`src/inc/fmc_pkg.sv`:
```
package fmc_pkg;

	// Time stamp width and tick period.
	localparam int TS_W = 64;
	localparam int TS_TICK_NS = 8;
	// The system clock period in nanoseconds.
	localparam int CLK_PERIOD_NS = 100;
	// Whole ticks covered by one clock period, rounded down; never less than one.
	localparam int TS_INC_RAW = CLK_PERIOD_NS / TS_TICK_NS;
	localparam int TS_INC_INT = (TS_INC_RAW < 1) ? 1 : TS_INC_RAW;
	localparam logic [63:0] TS_INC = 64'(TS_INC_INT);
	// Remainder of the clock period, carried so the time stamp does not drift.
	localparam int TS_REM_INT = CLK_PERIOD_NS - TS_INC_INT * TS_TICK_NS;
	localparam logic [7:0] TS_REM = 8'(TS_REM_INT);
	localparam logic [7:0] TS_TICK = 8'(TS_TICK_NS);
	localparam logic [63:0] TS_RESET = 64'h0;

	// Trigger tally width and values.
	localparam int TALLY_W = 32;
	localparam logic [31:0] TALLY_RESET = 32'h0;
	localparam logic [31:0] TALLY_ONE = 32'h1;

	// Line snapshot layout: inputs in the low bits, outputs from bit 8.
	localparam int LINE_W = 32;
	localparam int IN_LINES = 2;
	localparam int OUT_LINES = 4;
	localparam int IN_POS = 0;
	localparam int OUT_POS = 8;

	// Metadata kinds chosen with the kind selector.
	typedef enum logic [1:0] {
		FMC_KIND_TIME,
		FMC_KIND_TALLY,
		FMC_KIND_LINES
	} fmc_kind_t;

	// Clear sources for the trigger tally.
	typedef enum logic [1:0] {
		FMC_CLR_OFF,
		FMC_CLR_SOFT,
		FMC_CLR_LINE1,
		FMC_CLR_LINE2
	} fmc_clr_src_t;

	// Event sources for the selected count unit.
	typedef enum logic [1:0] {
		FMC_EVT_OFF,
		FMC_EVT_TRIGGER,
		FMC_EVT_FRAME
	} fmc_evt_src_t;

	localparam logic [0:0] FMC_FIRST_UNIT = 1'h0;

endpackage
```
`src/design/fmc_chunk_counters.sv`:
```
`timescale 1ns/10ps
// Behaviour
// - Time stamp is a 64-bit unsigned counter.
// - Time stamp advances one per 8 ns tick.
// - Time stamp restarts from zero at reset.
// - Enabled time stamp is captured at trigger and attached to that frame.
// - Clearing global mode disables every kind at once.
// - Host picks a kind then enables it; device attaches it each frame.
// - Trigger tally is 32-bit unsigned, counting external triggers.
// - First trigger after start reads one, then increments by one.
// - Tally wraps from maximum to zero and continues.
// - Every trigger counts while frame trigger is on, even those producing no acquisition.
// - With frame trigger off the tally is unavailable.
// - Power-off clears the tally to zero.
// - Tally clear source is software, line 1, line 2 or off.
// - Clear source defaults to off after reset.
// - With software source, the clear command clears the tally.
// - All line levels sampled at trigger and attached when enabled.
// - Line snapshot is a 32-bit word, one bit per line.
// - Snapshot bit is 0 for low line, 1 for high line.
module fmc_chunk_counters
(
	// Clocking.
	input wire logic clk,
	input wire logic rst_n,
	input wire logic ce,
	// Configuration from the host.
	input wire logic metadata_mode_on,
	input wire logic [1:0] metadata_kind_pick,
	input wire logic metadata_kind_on,
	input wire logic metadata_kind_wr,
	input wire logic count_unit_pick,
	input wire logic [1:0] count_unit_event_src,
	input wire logic config_wr,
	input wire logic [1:0] count_clear_src,
	input wire logic count_clear_src_wr,
	input wire logic count_clear_cmd,
	input wire logic frame_trigger_on,
	// Camera pins.
	input wire logic acquire_trigger_pin,
	input wire logic [1:0] in_line_pin,
	input wire logic [3:0] out_line_level,
	// Acquisition side, same clock domain.
	input wire logic acquire_busy,
	// Metadata for the frame.
	output logic frame_valid,
	output logic [63:0] frame_time_value,
	output logic frame_time_on,
	output logic [31:0] trigger_tally_value,
	output logic trigger_tally_on,
	output logic [31:0] line_levels_snapshot,
	output logic line_levels_on,
	// Live state.
	output logic [63:0] time_now,
	output logic [31:0] tally_now,
	output logic [1:0] clear_src_now
);

	typedef struct packed {
		logic [63:0] ts;
		logic [7:0] frac;
		logic [31:0] tally;
		logic [2:0] kind_en;
		fmc_pkg::fmc_clr_src_t clr_src;
		fmc_pkg::fmc_evt_src_t unit_evt;
		logic valid;
		logic [63:0] cap_ts;
		logic ts_on;
		logic [31:0] cap_tally;
		logic tally_on;
		logic [31:0] cap_lines;
		logic lines_on;
	} fmc_state_t;

	fmc_state_t st_r;
	fmc_state_t st_nxt;

	logic trig_q;
	logic trig_rise;
	logic [1:0] line_q;
	logic [1:0] line_rise;

	// The trigger and input line pins pass two flip-flops before anything reads them; out_line_level goes straight in.
	fmc_sync u_trig_sync
	(
		.clk(clk),
		.rst_n(rst_n),
		.ce(ce),
		.d(acquire_trigger_pin),
		.q(trig_q),
		.rise(trig_rise)
	);

	fmc_sync u_line1_sync
	(
		.clk(clk),
		.rst_n(rst_n),
		.ce(ce),
		.d(in_line_pin[0]),
		.q(line_q[0]),
		.rise(line_rise[0])
	);

	fmc_sync u_line2_sync
	(
		.clk(clk),
		.rst_n(rst_n),
		.ce(ce),
		.d(in_line_pin[1]),
		.q(line_q[1]),
		.rise(line_rise[1])
	);

	logic trig_evt;
	logic tally_clr;
	logic [31:0] lines_word;
	logic [8:0] frac_sum;
	logic tally_ready;

	// A trigger only counts while the frame trigger is switched on.
	assign trig_evt = trig_rise & frame_trigger_on;

	// The tally only serves its chunk once the first unit watches triggers.
	assign tally_ready = (st_r.unit_evt == fmc_pkg::FMC_EVT_TRIGGER) & frame_trigger_on;

	// Clear request from whichever source is chosen; off never clears.
	always_comb
	begin
		case (st_r.clr_src)
			fmc_pkg::FMC_CLR_SOFT: tally_clr = count_clear_cmd;
			fmc_pkg::FMC_CLR_LINE1: tally_clr = line_rise[0];
			fmc_pkg::FMC_CLR_LINE2: tally_clr = line_rise[1];
			default: tally_clr = 1'b0;
		endcase
	end

	// Snapshot word: spare bits stay zero, each line bit mirrors its level.
	always_comb
	begin
		lines_word = '0;
		lines_word[fmc_pkg::IN_POS +: fmc_pkg::IN_LINES] = line_q;
		lines_word[fmc_pkg::OUT_POS +: fmc_pkg::OUT_LINES] = out_line_level;
	end

	assign frac_sum = {1'b0, st_r.frac} + {1'b0, fmc_pkg::TS_REM};

	// All next-state logic; nothing moves while ce is low.
	always_comb
	begin
		st_nxt = st_r;
		st_nxt.valid = 1'b0;
		if (ce)
		begin
			// The clock period is several ticks; the leftover nanoseconds carry over.
			st_nxt.ts = st_r.ts + fmc_pkg::TS_INC;
			st_nxt.frac = frac_sum[7:0];
			if (frac_sum >= {1'b0, fmc_pkg::TS_TICK})
			begin
				st_nxt.frac = 8'(frac_sum - {1'b0, fmc_pkg::TS_TICK});
				st_nxt.ts = st_r.ts + fmc_pkg::TS_INC + 64'h1;
			end

			// Kind enables are written one at a time after picking the kind.
			if (metadata_kind_wr && metadata_kind_pick <= 2'(fmc_pkg::FMC_KIND_LINES))
				st_nxt.kind_en[metadata_kind_pick] = metadata_kind_on;
			if (config_wr && count_unit_pick == fmc_pkg::FMC_FIRST_UNIT)
				st_nxt.unit_evt = fmc_pkg::fmc_evt_src_t'(count_unit_event_src);
			if (count_clear_src_wr)
				st_nxt.clr_src = fmc_pkg::fmc_clr_src_t'(count_clear_src);

			// A trigger in the clearing cycle counts from zero, so it reads one.
			if (trig_evt)
			begin
				// Busy acquisition still counts the trigger, revealing overtrigger.
				st_nxt.tally = tally_clr ? fmc_pkg::TALLY_ONE : st_r.tally + 32'h1;
			end
			else if (tally_clr)
			begin
				st_nxt.tally = fmc_pkg::TALLY_RESET;
			end

			// Only an accepted trigger starts a frame and takes the snapshot.
			if (trig_evt && !acquire_busy)
			begin
				st_nxt.valid = 1'b1;
				st_nxt.cap_ts = st_r.ts;
				st_nxt.cap_tally = tally_clr ? fmc_pkg::TALLY_ONE : st_r.tally + 32'h1;
				st_nxt.cap_lines = lines_word;
				st_nxt.ts_on = metadata_mode_on & st_r.kind_en[fmc_pkg::FMC_KIND_TIME];
				st_nxt.tally_on = metadata_mode_on & st_r.kind_en[fmc_pkg::FMC_KIND_TALLY] & tally_ready;
				st_nxt.lines_on = metadata_mode_on & st_r.kind_en[fmc_pkg::FMC_KIND_LINES];
			end

			// Dropping mode also withdraws any enables already granted.
			if (!metadata_mode_on)
			begin
				st_nxt.ts_on = 1'b0;
				st_nxt.tally_on = 1'b0;
				st_nxt.lines_on = 1'b0;
			end
		end
		else
		begin
			st_nxt.valid = st_r.valid;
		end
	end

	// Reset restarts time and tally at zero and sets the clear source to off.
	always_ff @(posedge clk)
	begin
		if (!rst_n)
		begin
			st_r <= '0;
			st_r.ts <= fmc_pkg::TS_RESET;
			st_r.tally <= fmc_pkg::TALLY_RESET;
			st_r.clr_src <= fmc_pkg::FMC_CLR_OFF;
			st_r.unit_evt <= fmc_pkg::FMC_EVT_OFF;
		end
		else
		begin
			st_r <= st_nxt;
		end
	end

	// Outputs come straight from the state register.
	assign frame_valid = st_r.valid;
	assign frame_time_value = st_r.cap_ts;
	assign frame_time_on = st_r.ts_on;
	assign trigger_tally_value = st_r.cap_tally;
	assign trigger_tally_on = st_r.tally_on;
	assign line_levels_snapshot = st_r.cap_lines;
	assign line_levels_on = st_r.lines_on;
	assign time_now = st_r.ts;
	assign tally_now = st_r.tally;
	assign clear_src_now = st_r.clr_src;

endmodule

```
`src/design/fmc_sync.sv`:
```
`timescale 1ns/10ps
// Two-flop synchroniser with rising-edge pulse, frozen while ce is low.
module fmc_sync
(
	// Clocking.
	input wire logic clk,
	input wire logic rst_n,
	input wire logic ce,
	// Asynchronous level in, synchronised level and rise out.
	input wire logic d,
	output logic q,
	output logic rise
);

	typedef struct packed {
		logic s1;
		logic s2;
		logic s3;
	} fmc_sync_t;

	fmc_sync_t st_r;
	fmc_sync_t st_nxt;

	// Only s2 looks at s1; the edge is taken between s2 and s3.
	always_comb
	begin
		st_nxt = st_r;
		if (ce)
		begin
			st_nxt.s1 = d;
			st_nxt.s2 = st_r.s1;
			st_nxt.s3 = st_r.s2;
		end
	end

	// Synchronous reset, as everywhere in the block.
	always_ff @(posedge clk)
	begin
		if (!rst_n)
			st_r <= '0;
		else
			st_r <= st_nxt;
	end

	assign q = st_r.s2;
	assign rise = st_r.s2 & ~st_r.s3;

endmodule

```
`config.mk`:
```
export PLATFORM = sky130hd
export DESIGN_NAME = fmc_chunk_counters
export DESIGN_NICKNAME = d
export VERILOG_FILES = /design/src/inc/fmc_pkg.sv /design/src/design/fmc_chunk_counters.sv /design/src/design/fmc_sync.sv
export SDC_FILE = /design/constraint.sdc
export NUM_CORES = 1
export LEC_CHECK = 0
export BUFFER_PORTS_ARGS = -buffer_cell sky130_fd_sc_hd__buf_2
export CORE_ASPECT_RATIO = 0.6
export CORE_MARGIN = 8
export CORE_UTILIZATION = 53
export CTS_BUF_LIST = sky130_fd_sc_hd__clkbuf_2
export CTS_CLUSTER_SIZE = 28
export DETAILED_ROUTE_END_ITERATION = 6
export PLACE_DENSITY = 0.77
export RECOVER_POWER = 25
export SETUP_SLACK_MARGIN = 0.05
export SYNTH_ARGS = -nofsm -noshare
export SYNTH_HDL_FRONTEND = slang
export SYNTH_SLANG_ARGS = --single-unit
export TNS_END_PERCENT = 20
```
`constraint.sdc`:
```
create_clock -name clk -period 4.2 [get_ports clk]
set_input_delay 0.84 -clock clk [delete_from_list [all_inputs] [get_ports clk]]
set_output_delay 0.84 -clock clk [all_outputs]
set_load 0.005 [all_outputs]
```
# Word-level counts from Yosys, hierarchy flattened
# Cells that the tools add are included.
# op_classes
n_mux	12
n_eq_ne	5
n_addsub	5
order_cmp	4
n_reduce_logical	12
bitwise	13
# ops
operator	count
$mux 132	1
$mux 32	3
$mux 72	1
$add 64x1->64 const B	1
$add 64x4->64 const B	1
$add 32x1->32 const B	1
$reduce_and 2->1	6
$add 8x3->9 const B	1
$and 1x1->1	9
$ge 9x4->1 const B	1
$sub 8x4->8 const B	1
$eq 2x1->1 const B	2
$eq 2x2->1 const B	2
$logic_and 1x1->1	4
$mux 1	4
$not 1->1	4
$bwmux 3	1
$lt 2x3->1 const B	1
$pmux 1 s3	1
$demux 1 s2	1
$ge 2x1->1 const B	1
$le 2x2->1 const B	1
$ne 2x1->1 const B	1
$reduce_bool 2->1	1
$logic_not 1->1	1
# totals
inputBits	25
regBits	226
word_cells	73

# Depth between registers and ports, before layout
# logic_depth
word_depth	6
mapped_depth	15
mapped_depth_nobuf	12

# Modules after synthesis
# From an unflattened synthesis, not the netlist that was laid out.
# unflattened
cells_unflattened	1835
area_unflattened_um2	14003.4
# modules_own_cells
mod	cells_each	area_each_um2	instances
fmc_chunk_counters	1805	13658.1	1
fmc_sync	10	115.1	3

# Worst setup path after synthesis
# OpenSTA, ideal clock, no wires.
# synth_timing
path_kind	flip-flop to flip-flop
startpoint	register st_r, in the netlist time_now[3]
endpoint	register st_r, in the netlist time_now[34]
stages_incl_launch_ff	16
period_less_slack_ns	3.518
t_arrival_ns	3.390
n_path_buf	3
setup_slack_ns	0.682
setup_ns	0.128
required_time_ns	4.072
path_cell_list	dfxtp_1 -> buf_2 -> inv_1 -> ha_1 -> and4b_1 -> buf_2 -> nand3_1 -> or3_1 -> a22oi_1 -> and4_1 -> or3b_4 -> buf_6 -> or3_1 -> a21oi_2 -> xnor2_1 -> nor2_1
# synth_via
elab_chain_len	3
# synth_rtl
element	line	rtl
start, declared	fmc_chunk_counters.sv:75	fmc_state_t st_r;
start signal, assigned	fmc_chunk_counters.sv:221	st_r <= st_nxt;
$add 64x4->64 (*)	fmc_chunk_counters.sv:155, fmc_chunk_counters.sv:160	
$add 64x1->64	fmc_chunk_counters.sv:160	st_nxt.ts = st_r.ts + fmc_pkg::TS_INC + 64'h1;
$mux 72 (*)	fmc_chunk_counters.sv:157	if (frac_sum >= {1'b0, fmc_pkg::TS_TICK})
# Mark *: on every way between the ends. The rest lies on a longest branch, timed or not.
# A chain may end at the register's enable or synchronous reset.

# Worst setup path in the final report
# layout_timing
startpoint	register st_r, in the netlist time_now[2]
endpoint	register st_r, in the netlist time_now[55]
# Same word-level chain as after synthesis.

==> results.ini <==
[critical_path]
cp_cell_sequence=inv_1 > ha_1 > and4b_2 > nand4_1 > nor4_1 > o21ai_0 > nor4_4 > nand3_4 > nor4_4 > a31oi_1 > or3_1 > a21oi_1
worstPathArrival_ns=4.73
cp_slowest_stage_delay_ns=0.50
cp-start-kind=flip-flop
slowest_stage=nor4_4
path_class=reg -> reg
path_max_fanout=10
required_ns=4.95
end_kind=flip-flop
cpMostUsedCell=nor4_4

[drt]
routed_wl_um=41200
drc=0
drtIter0Drc=1337
vias=12500
ant_nets=0
dr.pass1.iters=6
viasPerCell=5.67
avgRoutedWirePerCell_um=18.8

[power_and_ir_drop]
internal_power_mw=2.89
switching_power_mw=1.23
power.leakage_nw=5.40
pwr-share-clk_pct=34.6
p_per_area_nw_per_um2=294
p_seq_share_pct=53.8
swShare_pct=29.9
ir_drop_mv=0.189
power_frac_comb_pct=11.6

[synth]
yosys_warnings=0
yosysTopAreaCell=dfxtp_1
yosys_register_bits=224
synth_cell_type_count=83
synth_cells=1802
synthFlopType=dfxtp_1
synth_most_common_cell=nand2_1
ys_seq_area_share_pct=32.6
synth_top_area_share_pct=32.6
synth_edf_count=0
yosys-top-cells-area=dfxtp_1 (33%), buf_4 (13%), nand2_1 (7.1%)
syn_area_per_cell_um2=7.63
netlist_top_cells_count=nand2_1 (261), buf_4 (238), dfxtp_1 (224)
syn-cell-area_um2=13700
async_flop_share_pct=0

[timing]
holdWs_ns=0.216
tns_ns=0
period_minus_slack_ns=3.98
relSlewSlack_pct=-81.4
setup_viol=0
fin_ws_ns=0.224
grt_setup_unrepaired=no
final_max_slew_viol_count=155
worstMarginPinSlew_ns=2.72
fin_crit_sh_pct=94.7
fmax_mhz=252
skew_ns=0.0732
final_hold_viol_count=0

[grt]
antenna_found_initial=3
grt.overflow.total=0
grt_pass1_vias=11300
grt_usage_pct=24.7
grt_start_max_net_pins=121
grt_pass1_wl_um=64000

[clock_tree]
clk_pin_slew_worst_paths_ns=0.12
cts_buffers=53
postCtsHoldBufs=0
clock_path_buffers=3
cts_sinks=224
cts_tree=done
cts.htree.levels=2
cts_setup_buffers=0
clock_latency_ns=0.89
root_buffer=clkbuf_2

[placement]
place_area_um2=13600
port_buffers=228
dp_hpwl_um=30100
gp_congestion=1.01
pre_cts_ws_ns=0.247

[job]
cap_violations=3

[layout]
syn_to_final_growth_pct=1.90
fin_nets=1842
regArea_um2=4490
multi_input_area_um2=7070
finalInstanceArea_um2=14000
drive_gt1_share_pct=20.5
fillCellCount=2504

[floorplan]
coreArea_um2=25400
io_pins=255
initial_core_util_pct=54.1
die-area_um2=31500
chipHeight_um=141
num_rows=45
fp.dieW_um=224

[run_status]
outcome=finished, violations left
violations=capacitance limit, slew limit

[hold_path]
min_path_type=in -> reg

## timing repair
action,CTS,global route
endpoints found under the setup margin,0,14
resized for setup,0,13
hold endpoints to repair,0,0
## power by group through the flow
| stage | logic [mW] | clock network [mW] | registers [mW] |
|---|---|---|---|
| after detailed placement | 0.470 | 0 | 2.26 |
| after global routing | 0.527 | 1.57 | 2.22 |
| after CTS | 0.473 | 1.47 | 2.21 |
| final | 0.480 | 1.42 | 2.22 |
| after global placement | 0.459 | 0 | 2.26 |
| after floorplan | 0.378 | 0 | 2.24 |
## worst paths after layout
kind | slack [ns] | cells after the start | start | to
setup / recovery | 0.22 | 12 | time_now[2] | time_now[55]
setup reg to reg | 0.22 | 12 | time_now[2] | time_now[55]
hold / removal | 0.22 | 3 | out_line_level[3] | line_levels_snapshot[11]
hold reg to reg | 0.46 | 2 | line_levels_snapshot[9] | line_levels_snapshot[9]
## cell type report
cell class,instances,area share [%]
clock inverters,9,0.465
inverters,20,0.572
well taps,352,3.15
multi-input cells,1234,50.5
clock buffers,79,2.82
repair buffers,277,10.4
diodes,2,0.0357
flip-flops and latches,224,32.1
## layer usage
layer | vias to the layer above | wire length (µm) | track usage (%)
li1 | 5990 | - | -
met1 | 5751 | 19500 | 36.6
met2 | 653 | 16100 | 32.8
met3 | 63 | 4900 | 8.74
met4 | 4 | 687 | 6.42
met5 | - | 17 | 0
## per-stage QoR
stage,total power [mW],std cells,util [%]
final,4.12,2197,55.1
after floorplan,2.62,1827,-
after detailed placement,2.73,2107,53.4
after global placement,2.72,2107,53.4
after global routing,4.32,2197,55.1
after CTS,4.16,2195,55.2
## cell usage in the layout (no fill, tap or decap), drive strengths merged, types with 18 or more instances in the layout
| cell type | instances |
|---|---|
| a21oi | 144 |
| and3 | 18 |
| buf | 248 |
| clkbuf | 108 |
| conb | 26 |
| dfxtp | 224 |
| inv | 20 |
| nand2 | 261 |
| nand3 | 60 |
| nand4 | 42 |
| nor2 | 180 |
| nor3 | 48 |
| nor4 | 37 |
| o21ai | 64 |
| or3 | 24 |
| xnor2 | 54 |
| xor2 | 62 |
## state kept, by name (all words and copies together) (netlist names), 2 cells and up
name	flops
line_levels_snapshot	6
tally_now	32
clear_src_now	2
u_line1_sync.st_r	2
time_now	64
u_trig_sync.st_r	2
st_r	11
u_line2_sync.st_r	2
frame_time_value	64
trigger_tally_value	32
## worst max-delay path: cells and delay by family (launching register included)
kind	cells	cell delay, ns
flip-flops	1	0.35
AND/OR/NAND/NOR	7	2.69
adder cells (fa/ha/maj)	1	0.22
buffers and inverters	1	0.06
AO/OA/AOI/OAI	3	0.54
## kinds of logic after synthesis
kind of cell	after synthesis	synth area share, %
and+or+nand+nor	762	28.0
buffers and inverters	369	16.8
AOI/OAI and AO/OA	307	13.3
DFF	224	32.6
xor gates and xnor gates	116	7.39
muxes	16	1.17
adders and majority gates	7	0.637
other	1	0.0273
(Power assumes the default switching activity.)
